File: src/wgp_pkg.sv
// package for the write guard and global page mask block
// assumes a command front end that has already decoded the bus protocol
package wgp_pkg;

    // command codes seen by the guard
    localparam logic [7:0] CMD_PAGE = 8'h00;
    localparam logic [7:0] CMD_OPERATION = 8'h01;
    localparam logic [7:0] CMD_ON_OFF_CONFIG = 8'h02;
    localparam logic [7:0] CMD_CLEAR_FAULTS = 8'h03;
    localparam logic [7:0] CMD_WRITE_LOCK = 8'h10;
    localparam logic [7:0] CMD_STORE_USER_ALL = 8'h15;
    localparam logic [7:0] CMD_EEPROM_UNLOCK = 8'hBD;
    localparam logic [7:0] CMD_COMMAND_PLUS = 8'hBE;
    localparam logic [7:0] CMD_GLOBAL_MASK = 8'hE4;
    localparam logic [7:0] CMD_BASE_ADDR = 8'hE6;

    // write lock level codes
    localparam logic [7:0] LOCK_NONE = 8'h00;
    localparam logic [7:0] LOCK_LEVEL_TWO = 8'h40;
    localparam logic [7:0] LOCK_LEVEL_ONE = 8'h80;

    // page values
    localparam logic [7:0] PAGE_GLOBAL = 8'hFF;
    localparam logic [7:0] PAGE_LAST = 8'h07;

    // reset values
    localparam logic [7:0] RST_WRITE_LOCK = 8'h00;
    localparam logic [7:0] RST_GLOBAL_MASK = 8'hFF;
    localparam logic [7:0] RST_PAGE = 8'h00;
    localparam logic [6:0] RST_BASE_ADDR = 7'h5C;

    // field layout of the base address register
    localparam int BASE_MSB = 6;
    localparam int BASE_RSVD_BIT = 7;

    // address select pin levels, two bits per pin
    localparam logic [1:0] SEL_LOW = 2'h0;
    localparam logic [1:0] SEL_FLOAT = 2'h1;
    localparam logic [1:0] SEL_HIGH = 2'h2;
    localparam logic [3:0] SEL_WEIGHT_HI = 4'h3;

    typedef enum logic [1:0] {
        WGP_LVL_NONE = 2'b00,
        WGP_LVL_TWO = 2'b01,
        WGP_LVL_ONE = 2'b11
    } wgp_level_t;

    typedef struct packed {
        logic [7:0] code;
        logic [7:0] data;
        logic paged;
    } wgp_cmd_t;

endpackage

File: src/wgp_guard.sv
// write guard, global page mask and bus address former
// assumes a command front end delivering decoded writes and reads on sys_clk
`timescale 1ns/1ps
module wgp_guard #(
    parameter int CHANNELS = 8
) (
    input wire logic sys_clk,
    input wire logic rstn,
    input wire logic write_protect_pin,
    input wire logic [1:0] addr_select_hi,
    input wire logic [1:0] addr_select_lo,
    input wire logic cmd_wr_valid,
    input wire wgp_pkg::wgp_cmd_t cmd_wr,
    input wire logic cmd_rd_valid,
    input wire logic [7:0] cmd_rd_code,
    input wire logic addr_valid,
    input wire logic [6:0] addr_byte,
    output logic addr_ack,
    output logic [6:0] dev_addr,
    output logic cmd_accept,
    output logic cmd_reject,
    output logic cml_fault,
    output logic [CHANNELS-1:0] chan_wr_en,
    output logic [7:0] rd_data,
    output logic rd_known,
    output logic [7:0] page_out,
    output wgp_pkg::wgp_level_t eff_level
);
    // ==========================================================
    // pin synchronisers
    logic wp_sync;
    logic [3:0] sel_sync;

    wgp_sync #(.WIDTH(1)) u_wp_sync (
        .sys_clk(sys_clk),
        .rstn(rstn),
        .pin_in(write_protect_pin),
        .pin_sync(wp_sync)
    );

    wgp_sync #(.WIDTH(4)) u_sel_sync (
        .sys_clk(sys_clk),
        .rstn(rstn),
        .pin_in({addr_select_hi, addr_select_lo}),
        .pin_sync(sel_sync)
    );

    // ==========================================================
    // registers
    logic [7:0] lock_reg;
    logic [7:0] lock_next;
    logic [7:0] mask_reg;
    logic [7:0] mask_next;
    logic [7:0] page_reg;
    logic [7:0] page_next;
    logic [6:0] base_reg;
    logic [6:0] base_next;
    logic [6:0] dev_addr_reg;
    logic accept_reg;
    logic reject_reg;
    logic cml_reg;
    logic [CHANNELS-1:0] chan_reg;
    logic [CHANNELS-1:0] chan_next;
    logic [7:0] rd_data_reg;
    logic [7:0] rd_data_next;
    logic rd_known_reg;
    logic rd_known_next;

    // ==========================================================
    // command decode
    wire is_lock = cmd_wr.code == wgp_pkg::CMD_WRITE_LOCK;
    wire is_page = cmd_wr.code == wgp_pkg::CMD_PAGE;
    wire is_unlock = cmd_wr.code == wgp_pkg::CMD_EEPROM_UNLOCK;
    wire is_store = cmd_wr.code == wgp_pkg::CMD_STORE_USER_ALL;
    wire is_oper = cmd_wr.code == wgp_pkg::CMD_OPERATION;
    wire is_onoff = cmd_wr.code == wgp_pkg::CMD_ON_OFF_CONFIG;
    wire is_cplus = cmd_wr.code == wgp_pkg::CMD_COMMAND_PLUS;
    wire is_mask = cmd_wr.code == wgp_pkg::CMD_GLOBAL_MASK;
    wire is_clear = cmd_wr.code == wgp_pkg::CMD_CLEAR_FAULTS;
    wire is_base = cmd_wr.code == wgp_pkg::CMD_BASE_ADDR;

    wire level_one_ok = is_lock | is_page | is_unlock | is_store;
    wire level_two_ok = level_one_ok | is_oper | is_cplus | is_mask | is_clear;

    // ==========================================================
    // effective protection level
    wire lock_is_one = lock_reg == wgp_pkg::LOCK_LEVEL_ONE;
    wire lock_is_two = lock_reg == wgp_pkg::LOCK_LEVEL_TWO;
    wire wgp_pkg::wgp_level_t level_w = lock_is_one ? wgp_pkg::WGP_LVL_ONE :
        (lock_is_two | wp_sync) ? wgp_pkg::WGP_LVL_TWO :
        wgp_pkg::WGP_LVL_NONE;

    wire permit = (level_w == wgp_pkg::WGP_LVL_NONE) ? 1'b1 :
        (level_w == wgp_pkg::WGP_LVL_TWO) ? level_two_ok : level_one_ok;

    // reserved lock codes are refused so the level decode never sees them
    wire lock_code_ok = (cmd_wr.data == wgp_pkg::LOCK_NONE) |
        (cmd_wr.data == wgp_pkg::LOCK_LEVEL_TWO) |
        (cmd_wr.data == wgp_pkg::LOCK_LEVEL_ONE);
    wire lock_bad = is_lock & ~lock_code_ok;

    // ==========================================================
    // global page handling
    wire page_global = page_reg == wgp_pkg::PAGE_GLOBAL;
    wire global_capable = is_oper | is_onoff | is_clear;
    wire global_bad = cmd_wr.paged & page_global & ~global_capable;
    wire page_in_range = page_reg <= wgp_pkg::PAGE_LAST;

    wire accept_w = cmd_wr_valid & permit & ~global_bad & ~lock_bad;
    wire reject_w = cmd_wr_valid & ~accept_w;

    logic [CHANNELS-1:0] page_onehot;
    genvar gi;
    generate
        for (gi = 0; gi < CHANNELS; gi++) begin : g_chan
            // a masked-out channel ignores global page writes
            assign page_onehot[gi] = page_global ? mask_reg[gi] :
                (page_in_range & (page_reg[2:0] == 3'(gi)));
        end
    endgenerate

    localparam int BASE_MSB_W = wgp_pkg::BASE_MSB;

    // blocked writes leave lock, mask, page and base alone and raise no channel strobe
    assign lock_next = (accept_w & is_lock) ? cmd_wr.data : lock_reg;
    assign mask_next = (accept_w & is_mask) ? cmd_wr.data : mask_reg;
    assign page_next = (accept_w & is_page) ? cmd_wr.data : page_reg;
    assign base_next = (accept_w & is_base) ? cmd_wr.data[BASE_MSB_W:0] : base_reg;
    assign chan_next = (accept_w & cmd_wr.paged) ? page_onehot : '0;

    // ==========================================================
    // bus address
    // pins read low, float or high; a code of 3 is treated as high
    wire [1:0] sel_hi = (sel_sync[3:2] > wgp_pkg::SEL_HIGH) ? wgp_pkg::SEL_HIGH : sel_sync[3:2];
    wire [1:0] sel_lo = (sel_sync[1:0] > wgp_pkg::SEL_HIGH) ? wgp_pkg::SEL_HIGH : sel_sync[1:0];
    wire [3:0] sel_offset = 4'(wgp_pkg::SEL_WEIGHT_HI * {2'h0, sel_hi}) + {2'h0, sel_lo};
    wire [6:0] dev_addr_w = 7'(base_reg + {3'h0, sel_offset});

    assign addr_ack = addr_valid & (addr_byte == dev_addr_reg);

    // ==========================================================
    // read path, never gated by protection
    always_comb begin
        rd_data_next = 8'h00;
        rd_known_next = 1'b1;
        case (cmd_rd_code)
            wgp_pkg::CMD_WRITE_LOCK: begin
                rd_data_next = lock_reg;
            end
            wgp_pkg::CMD_GLOBAL_MASK: begin
                rd_data_next = mask_reg;
            end
            wgp_pkg::CMD_PAGE: begin
                rd_data_next = page_reg;
            end
            wgp_pkg::CMD_BASE_ADDR: begin
                rd_data_next = {1'b0, base_reg};
            end
            default: begin
                rd_known_next = 1'b0;
            end
        endcase
    end

    // ==========================================================
    // state
    always_ff @(posedge sys_clk) begin
        if (!rstn) begin
            lock_reg <= wgp_pkg::RST_WRITE_LOCK;
            mask_reg <= wgp_pkg::RST_GLOBAL_MASK;
            page_reg <= wgp_pkg::RST_PAGE;
            base_reg <= wgp_pkg::RST_BASE_ADDR;
        end else begin
            lock_reg <= lock_next;
            mask_reg <= mask_next;
            page_reg <= page_next;
            base_reg <= base_next;
        end
    end

    always_ff @(posedge sys_clk) begin
        if (!rstn) begin
            accept_reg <= 1'b0;
            reject_reg <= 1'b0;
            cml_reg <= 1'b0;
            chan_reg <= '0;
            dev_addr_reg <= wgp_pkg::RST_BASE_ADDR;
        end else begin
            accept_reg <= accept_w;
            reject_reg <= reject_w;
            cml_reg <= cmd_wr_valid & global_bad;
            chan_reg <= chan_next;
            dev_addr_reg <= dev_addr_w;
        end
    end

    always_ff @(posedge sys_clk) begin
        if (!rstn) begin
            rd_data_reg <= 8'h00;
            rd_known_reg <= 1'b0;
        end else if (cmd_rd_valid) begin
            rd_data_reg <= rd_data_next;
            rd_known_reg <= rd_known_next;
        end
    end

    assign dev_addr = dev_addr_reg;
    assign cmd_accept = accept_reg;
    assign cmd_reject = reject_reg;
    assign cml_fault = cml_reg;
    assign chan_wr_en = chan_reg;
    assign rd_data = rd_data_reg;
    assign rd_known = rd_known_reg;
    assign page_out = page_reg;
    assign eff_level = level_w;

    // ==========================================================
    // checks
    a_level_one_block: assert property (@(posedge sys_clk) disable iff (!rstn)
        (cmd_wr_valid && lock_reg == wgp_pkg::LOCK_LEVEL_ONE && is_oper)
        |=> (cmd_reject && !cmd_accept && chan_wr_en == '0))
        else $error("level one let a channel write through");

    a_level_two_pass: assert property (@(posedge sys_clk) disable iff (!rstn)
        (cmd_wr_valid && lock_reg == wgp_pkg::LOCK_LEVEL_TWO && is_clear && !global_bad)
        |=> cmd_accept)
        else $error("level two refused an excepted command");

    a_no_lock_open: assert property (@(posedge sys_clk) disable iff (!rstn)
        (cmd_wr_valid && lock_reg == wgp_pkg::LOCK_NONE && !wp_sync && !global_bad && !lock_bad)
        |=> cmd_accept)
        else $error("unlocked write refused");

    a_pin_forces_two: assert property (@(posedge sys_clk) disable iff (!rstn)
        (cmd_wr_valid && wp_sync && is_base) |=> (cmd_reject && $stable(base_reg)))
        else $error("protect pin did not block base write");

    a_stricter_wins: assert property (@(posedge sys_clk) disable iff (!rstn)
        (wp_sync && lock_reg == wgp_pkg::LOCK_LEVEL_ONE) |-> eff_level == wgp_pkg::WGP_LVL_ONE)
        else $error("pin lowered a level one lock");

    a_mask_gates_chan: assert property (@(posedge sys_clk) disable iff (!rstn)
        (accept_w && cmd_wr.paged && page_global) |=> (chan_wr_en == $past(mask_reg)))
        else $error("global page strobe does not follow mask");

    a_global_fault: assert property (@(posedge sys_clk) disable iff (!rstn)
        (cmd_wr_valid && cmd_wr.paged && page_global && !global_capable)
        |=> (cml_fault && cmd_reject && !cmd_accept && $stable(base_reg)))
        else $error("unsupported global write not faulted");

    a_base_rsvd_zero: assert property (@(posedge sys_clk) disable iff (!rstn)
        (cmd_rd_valid && cmd_rd_code == wgp_pkg::CMD_BASE_ADDR) |=> (rd_data[7] == 1'b0))
        else $error("base reserved bit read as one");

    a_addr_offset: assert property (@(posedge sys_clk) disable iff (!rstn)
        (sel_sync == 4'hA && $stable(base_reg)) |=> (dev_addr == 7'($past(base_reg) + 7'h08)))
        else $error("both selects high did not add eight");

    // ==========================================================
    // reads, refused writes and strobe shape
    a_read_unguarded: assert property (@(posedge sys_clk) disable iff (!rstn)
        (cmd_rd_valid && cmd_rd_code == wgp_pkg::CMD_WRITE_LOCK)
        |=> (rd_known && rd_data == $past(lock_reg)))
        else $error("lock read not answered");

    a_refused_inert: assert property (@(posedge sys_clk) disable iff (!rstn)
        reject_w |=> ($stable(lock_reg) && $stable(mask_reg) && $stable(page_reg)
            && $stable(base_reg) && chan_wr_en == '0))
        else $error("refused write changed state");

    a_page_one_chan: assert property (@(posedge sys_clk) disable iff (!rstn)
        (accept_w && cmd_wr.paged && page_reg <= wgp_pkg::PAGE_LAST) |=> $onehot(chan_wr_en))
        else $error("single page write did not strobe one channel");

    a_pin_level_two: assert property (@(posedge sys_clk) disable iff (!rstn)
        (wp_sync && lock_reg != wgp_pkg::LOCK_LEVEL_ONE) |-> eff_level == wgp_pkg::WGP_LVL_TWO)
        else $error("protect pin did not give level two");

    // reserved codes are refused, so the level decode never meets one
    a_lock_code_legal: assert property (@(posedge sys_clk) disable iff (!rstn)
        (lock_reg == wgp_pkg::LOCK_NONE || lock_reg == wgp_pkg::LOCK_LEVEL_TWO
            || lock_reg == wgp_pkg::LOCK_LEVEL_ONE))
        else $error("lock register holds a reserved code");

    a_fault_refused: assert property (@(posedge sys_clk) disable iff (!rstn)
        cml_fault |-> (cmd_reject && !cmd_accept))
        else $error("fault raised on an accepted write");

    a_addr_mismatch: assert property (@(posedge sys_clk) disable iff (!rstn)
        (addr_valid && addr_byte != dev_addr) |-> !addr_ack)
        else $error("address acknowledged on mismatch");
endmodule

File: src/wgp_sync.sv
// two flop synchroniser for pin inputs
// assumes pins are quasi static relative to sys_clk
`timescale 1ns/1ps
module wgp_sync #(
    parameter int WIDTH = 1
) (
    input wire logic sys_clk,
    input wire logic rstn,
    input wire logic [WIDTH-1:0] pin_in,
    output logic [WIDTH-1:0] pin_sync
);
    logic [WIDTH-1:0] meta_reg;
    logic [WIDTH-1:0] sync_reg;

    // first stage feeds only the second stage
    always_ff @(posedge sys_clk) begin
        if (!rstn) begin
            meta_reg <= '0;
            sync_reg <= '0;
        end else begin
            meta_reg <= pin_in;
            sync_reg <= meta_reg;
        end
    end

    assign pin_sync = sync_reg;
endmodule
File: config.mk
export PLATFORM = sky130hd
export DESIGN_NAME = wgp_guard
export DESIGN_NICKNAME = d
export VERILOG_FILES = /design/src/wgp_pkg.sv /design/src/wgp_guard.sv /design/src/wgp_sync.sv
export SDC_FILE = /design/constraint.sdc
export NUM_CORES = 1
export LEC_CHECK = 0
export BUFFER_PORTS_ARGS = -buffer_cell sky130_fd_sc_hd__buf_2
export CORE_MARGIN = 3
export CORE_UTILIZATION = 40
export DETAILED_ROUTE_END_ITERATION = 12
export SYNTH_ARGS = -nofsm -noshare
export SYNTH_HDL_FRONTEND = slang
export SYNTH_HIERARCHICAL = 1
export SYNTH_SLANG_ARGS = --single-unit
File: constraint.sdc
create_clock -name sys_clk -period 2.7 [get_ports sys_clk]
set_clock_uncertainty 0.1 [all_clocks]
set_input_delay 0.27 -clock sys_clk [delete_from_list [all_inputs] [get_ports sys_clk]]
set_output_delay 0.27 -clock sys_clk [all_outputs]
set_load 0.005 [all_outputs]
==> out/qor.yml <==
worst_setup_path:
  cp_slowest_stage_delay_ns: 0.33
  worstPathArrival_ns: 2.72
  r2r_end: "dev_addr[5]"
  crit_fanout: 4
  worstPathCellList: "or2_2, ha_1, ha_2, xnor2_2, xnor2_1, ha_1, a21o_1, a21oi_1, or3_1, a21oi_1"
  crit_path_end: "dev_addr[5]"
  cp_slowest_cell: "dfxtp_2"
  timing.rr.start: "u_sel_sync/pin_sync[3]"
  endpoint_kind: "flip-flop"
  start_kind: "flip-flop"
  r2r_slack_ns: 0.15
  worstRegToRegCells: 10
  worstSetupStartpoint: "u_sel_sync/pin_sync[3]"
  path_class: "reg2reg"
  worstPathRequired_ns: 2.87
synthesis:
  synthTopCellsByArea: "dfxtp_1 (43%), mux2i_1 (5.1%), a21oi_1 (4.3%)"
  avgSynthCellArea_sq_um: 8.89
  synth-edff-count: 0
  synth.most_common_cell: "dfxtp_1"
  synthesis.area_sq_mm: 0.00314
  synthArstFlopShare_pct: 0
  ys_seq_area_share_pct: 43.4
  syn_inst: 353
  ys_ff_latch: 68
  ys_types: 50
  synth_top_area_cell: "dfxtp_1"
  synth_common_cells: "dfxtp_1 (68), nor2_1 (28), a21oi_1 (27)"
  synth_top_area_share_pct: 43.4
  syn_nets: 403
  yosys_warnings: 6
  ys_dominant_reg_cell: "dfxtp_1"
route:
  ant_nets: 0
  drtIter0Drc: 133
  vias: 2771
  post_drt_wl_per_cell_um: 14.4
  first_pass_iters: 4
  drc: 0
  viasPerCell: 5.13
  routed_wirelength_mm: 7.78
sta:
  period_needed_ns: 2.55
  finalSetupTns_ns: 0
  hold_viol_final: 0
  holdWs_ns: 0.0243
  max_slew_margin_pct: 62.2
  worst_slew_pin_slew_ns: 0.567
  setup_violations: 0
  max_freq_mhz: 392
  period_share_pct: 94.4
  finalMaxSlewViolations: 0
  rsz0062_at_grt: "no"
place:
  place.port_buffers: 79
  dp_hpwl_mm: 5.90
  gp_congestion: 0.811
  placed_cell_area_sq_mm: 0.00364
final_layout:
  finalNetCount: 486
  syn2layout_area_growth_pct: 22.2
  regArea_sq_mm: 0.00136
  fillers: 747
  final_area_sq_mm: 0.00384
  drive_gt1_share_pct: 24.7
  multi_input_area_sq_mm: 0.00165
  n_antenna_cell: 0
floorplan:
  num_io_pins: 80
  num_rows: 31
  core_area_sq_mm: 0.00745
  die_h_um: 94.6
  start_util_pct: 42.2
  dieArea_sq_mm: 0.00895
  die_w_um: 94.6
power:
  p_leak_uw: 0.00169
  power.density_mw_per_mm2: 507
  irDropWorstVdd_mv: 0.225
global_route:
  grt_max_degree: 37
  antenna_found_initial: 0
  grt_pass1_wl_mm: 12.9
  grt-ovfl-total: 0
  grt.total_usage_pct: 18.5
  grt_pass1_vias: 2588
hold_path:
  hp-class: "in2reg"
  worstHoldPathCells: 2
clock_tree:
  cts_max_level: 3
  path_clk_slew_ns: 0.06
  cts_hold_buf: 0
  cts_buffer_depth: 2
  post_cts_resized: 0
  clk_latency_ns: 0.34
  postCtsSetupRepairBufs: 0
  cts_tree: "yes"
  cts_buffers: 9
  clockRootBuffer: "clkbuf_8"
  clock_sinks: 68
run:
  drv_cap: 0
status:
  status: "finished clean"
-- critical path: cells and delay by family, from the launching register on --
kind	cells	cell delay, ns
adder cells (fa/ha/maj)	3	0.80
AO/OA/AOI/OAI	3	0.38
AND/OR/NAND/NOR	2	0.60
flip-flops	1	0.33
XOR/XNOR	2	0.25
-- cell families (layout without fill, tap and decap cells) --
| group | count (synthesis) | count (layout) | share of synthesized area, % |
|---|---|---|---|
| AND/OR/NAND/NOR | 134 | 134 | 22.9 |
| multiplexers | 16 | 16 | 5.10 |
| AO/OA/AOI/OAI | 80 | 80 | 17.1 |
| buffers and inverters | 34 | 122 | 4.50 |
| XOR/XNOR | 13 | 13 | 3.63 |
| adder cells (fa/ha/maj) | 8 | 8 | 3.43 |
| flip-flops | 68 | 68 | 43.4 |
-- placed cells by master (no fill, tap or decap), types with 5 or more instances in the layout --
master and instances:
a21oi_1 26, a22o_1 5, and2_1 19, and3_1 5, buf_2 79, buf_4 6, clkbuf_8 12, dfxtp_1 67
ha_1 6, inv_1 18, mux2i_1 16, nand2_1 22, nand3_1 16, nor2_1 28, nor3_1 17, o21ai_0 19
o22ai_1 6, xnor2_1 11
-- power by group --
part	switching (uW)	internal, uW	total (uW)	leakage [uW]
Clock	360	409	769	0.0000937
Combinational	85.6	67.4	153	0.00104
Sequential	6.07	1020	1020	0.000552
-- how the worst min path moves through the flow --
stage                           start                endpoint  slack (ns)
2_1_floorplan                    rstn  u_sel_sync/meta_reg[0]        0.29
3_3_place_gp       u_wp_sync/meta_reg      u_wp_sync/pin_sync        0.31
3_5_place_dp   u_sel_sync/meta_reg[1]  u_sel_sync/pin_sync[1]        0.32
4_1_cts             write_protect_pin      u_wp_sync/meta_reg        0.01
5_1_grt             addr_select_hi[1]  u_sel_sync/meta_reg[3]        0.02
6_report            write_protect_pin      u_wp_sync/meta_reg        0.02
-- per-stage QoR --
stage / power (uW) / setup slack [ns] / std cells / util (%)
6_report: 1950 / 0.151 / 540 / 51.5
5_1_grt: 2030 / 0.0228 / 540 / 51.5
4_1_cts: 1960 / 0.117 / 540 / 51.3
3_5_place_dp: 1200 / 0.130 / 524 / 48.9
3_3_place_gp: 1200 / 0.183 / 524 / 48.9
2_1_floorplan: 1120 / 0.256 / 353 / -
-- metal layers --
layer  part of all wire (%)  up-vias  track usage (%)
li1                       -     1425                -
met5                      0        -                0
met4                    1.2        0             8.41
met3                    7.0        8             3.43
met2                     44       96             27.5
met1                     48     1242             25.9
-- cell type report --
cell class,instances,area share [%]
clock inverters,1,0.130
repair buffers,85,11.5
well taps,99,3.23
flip-flops and latches,68,35.5
clock buffers,15,4.60
multi-input cells,251,43.0
inverters,21,2.05
Note: power is estimated with default switching activity, not from simulation.
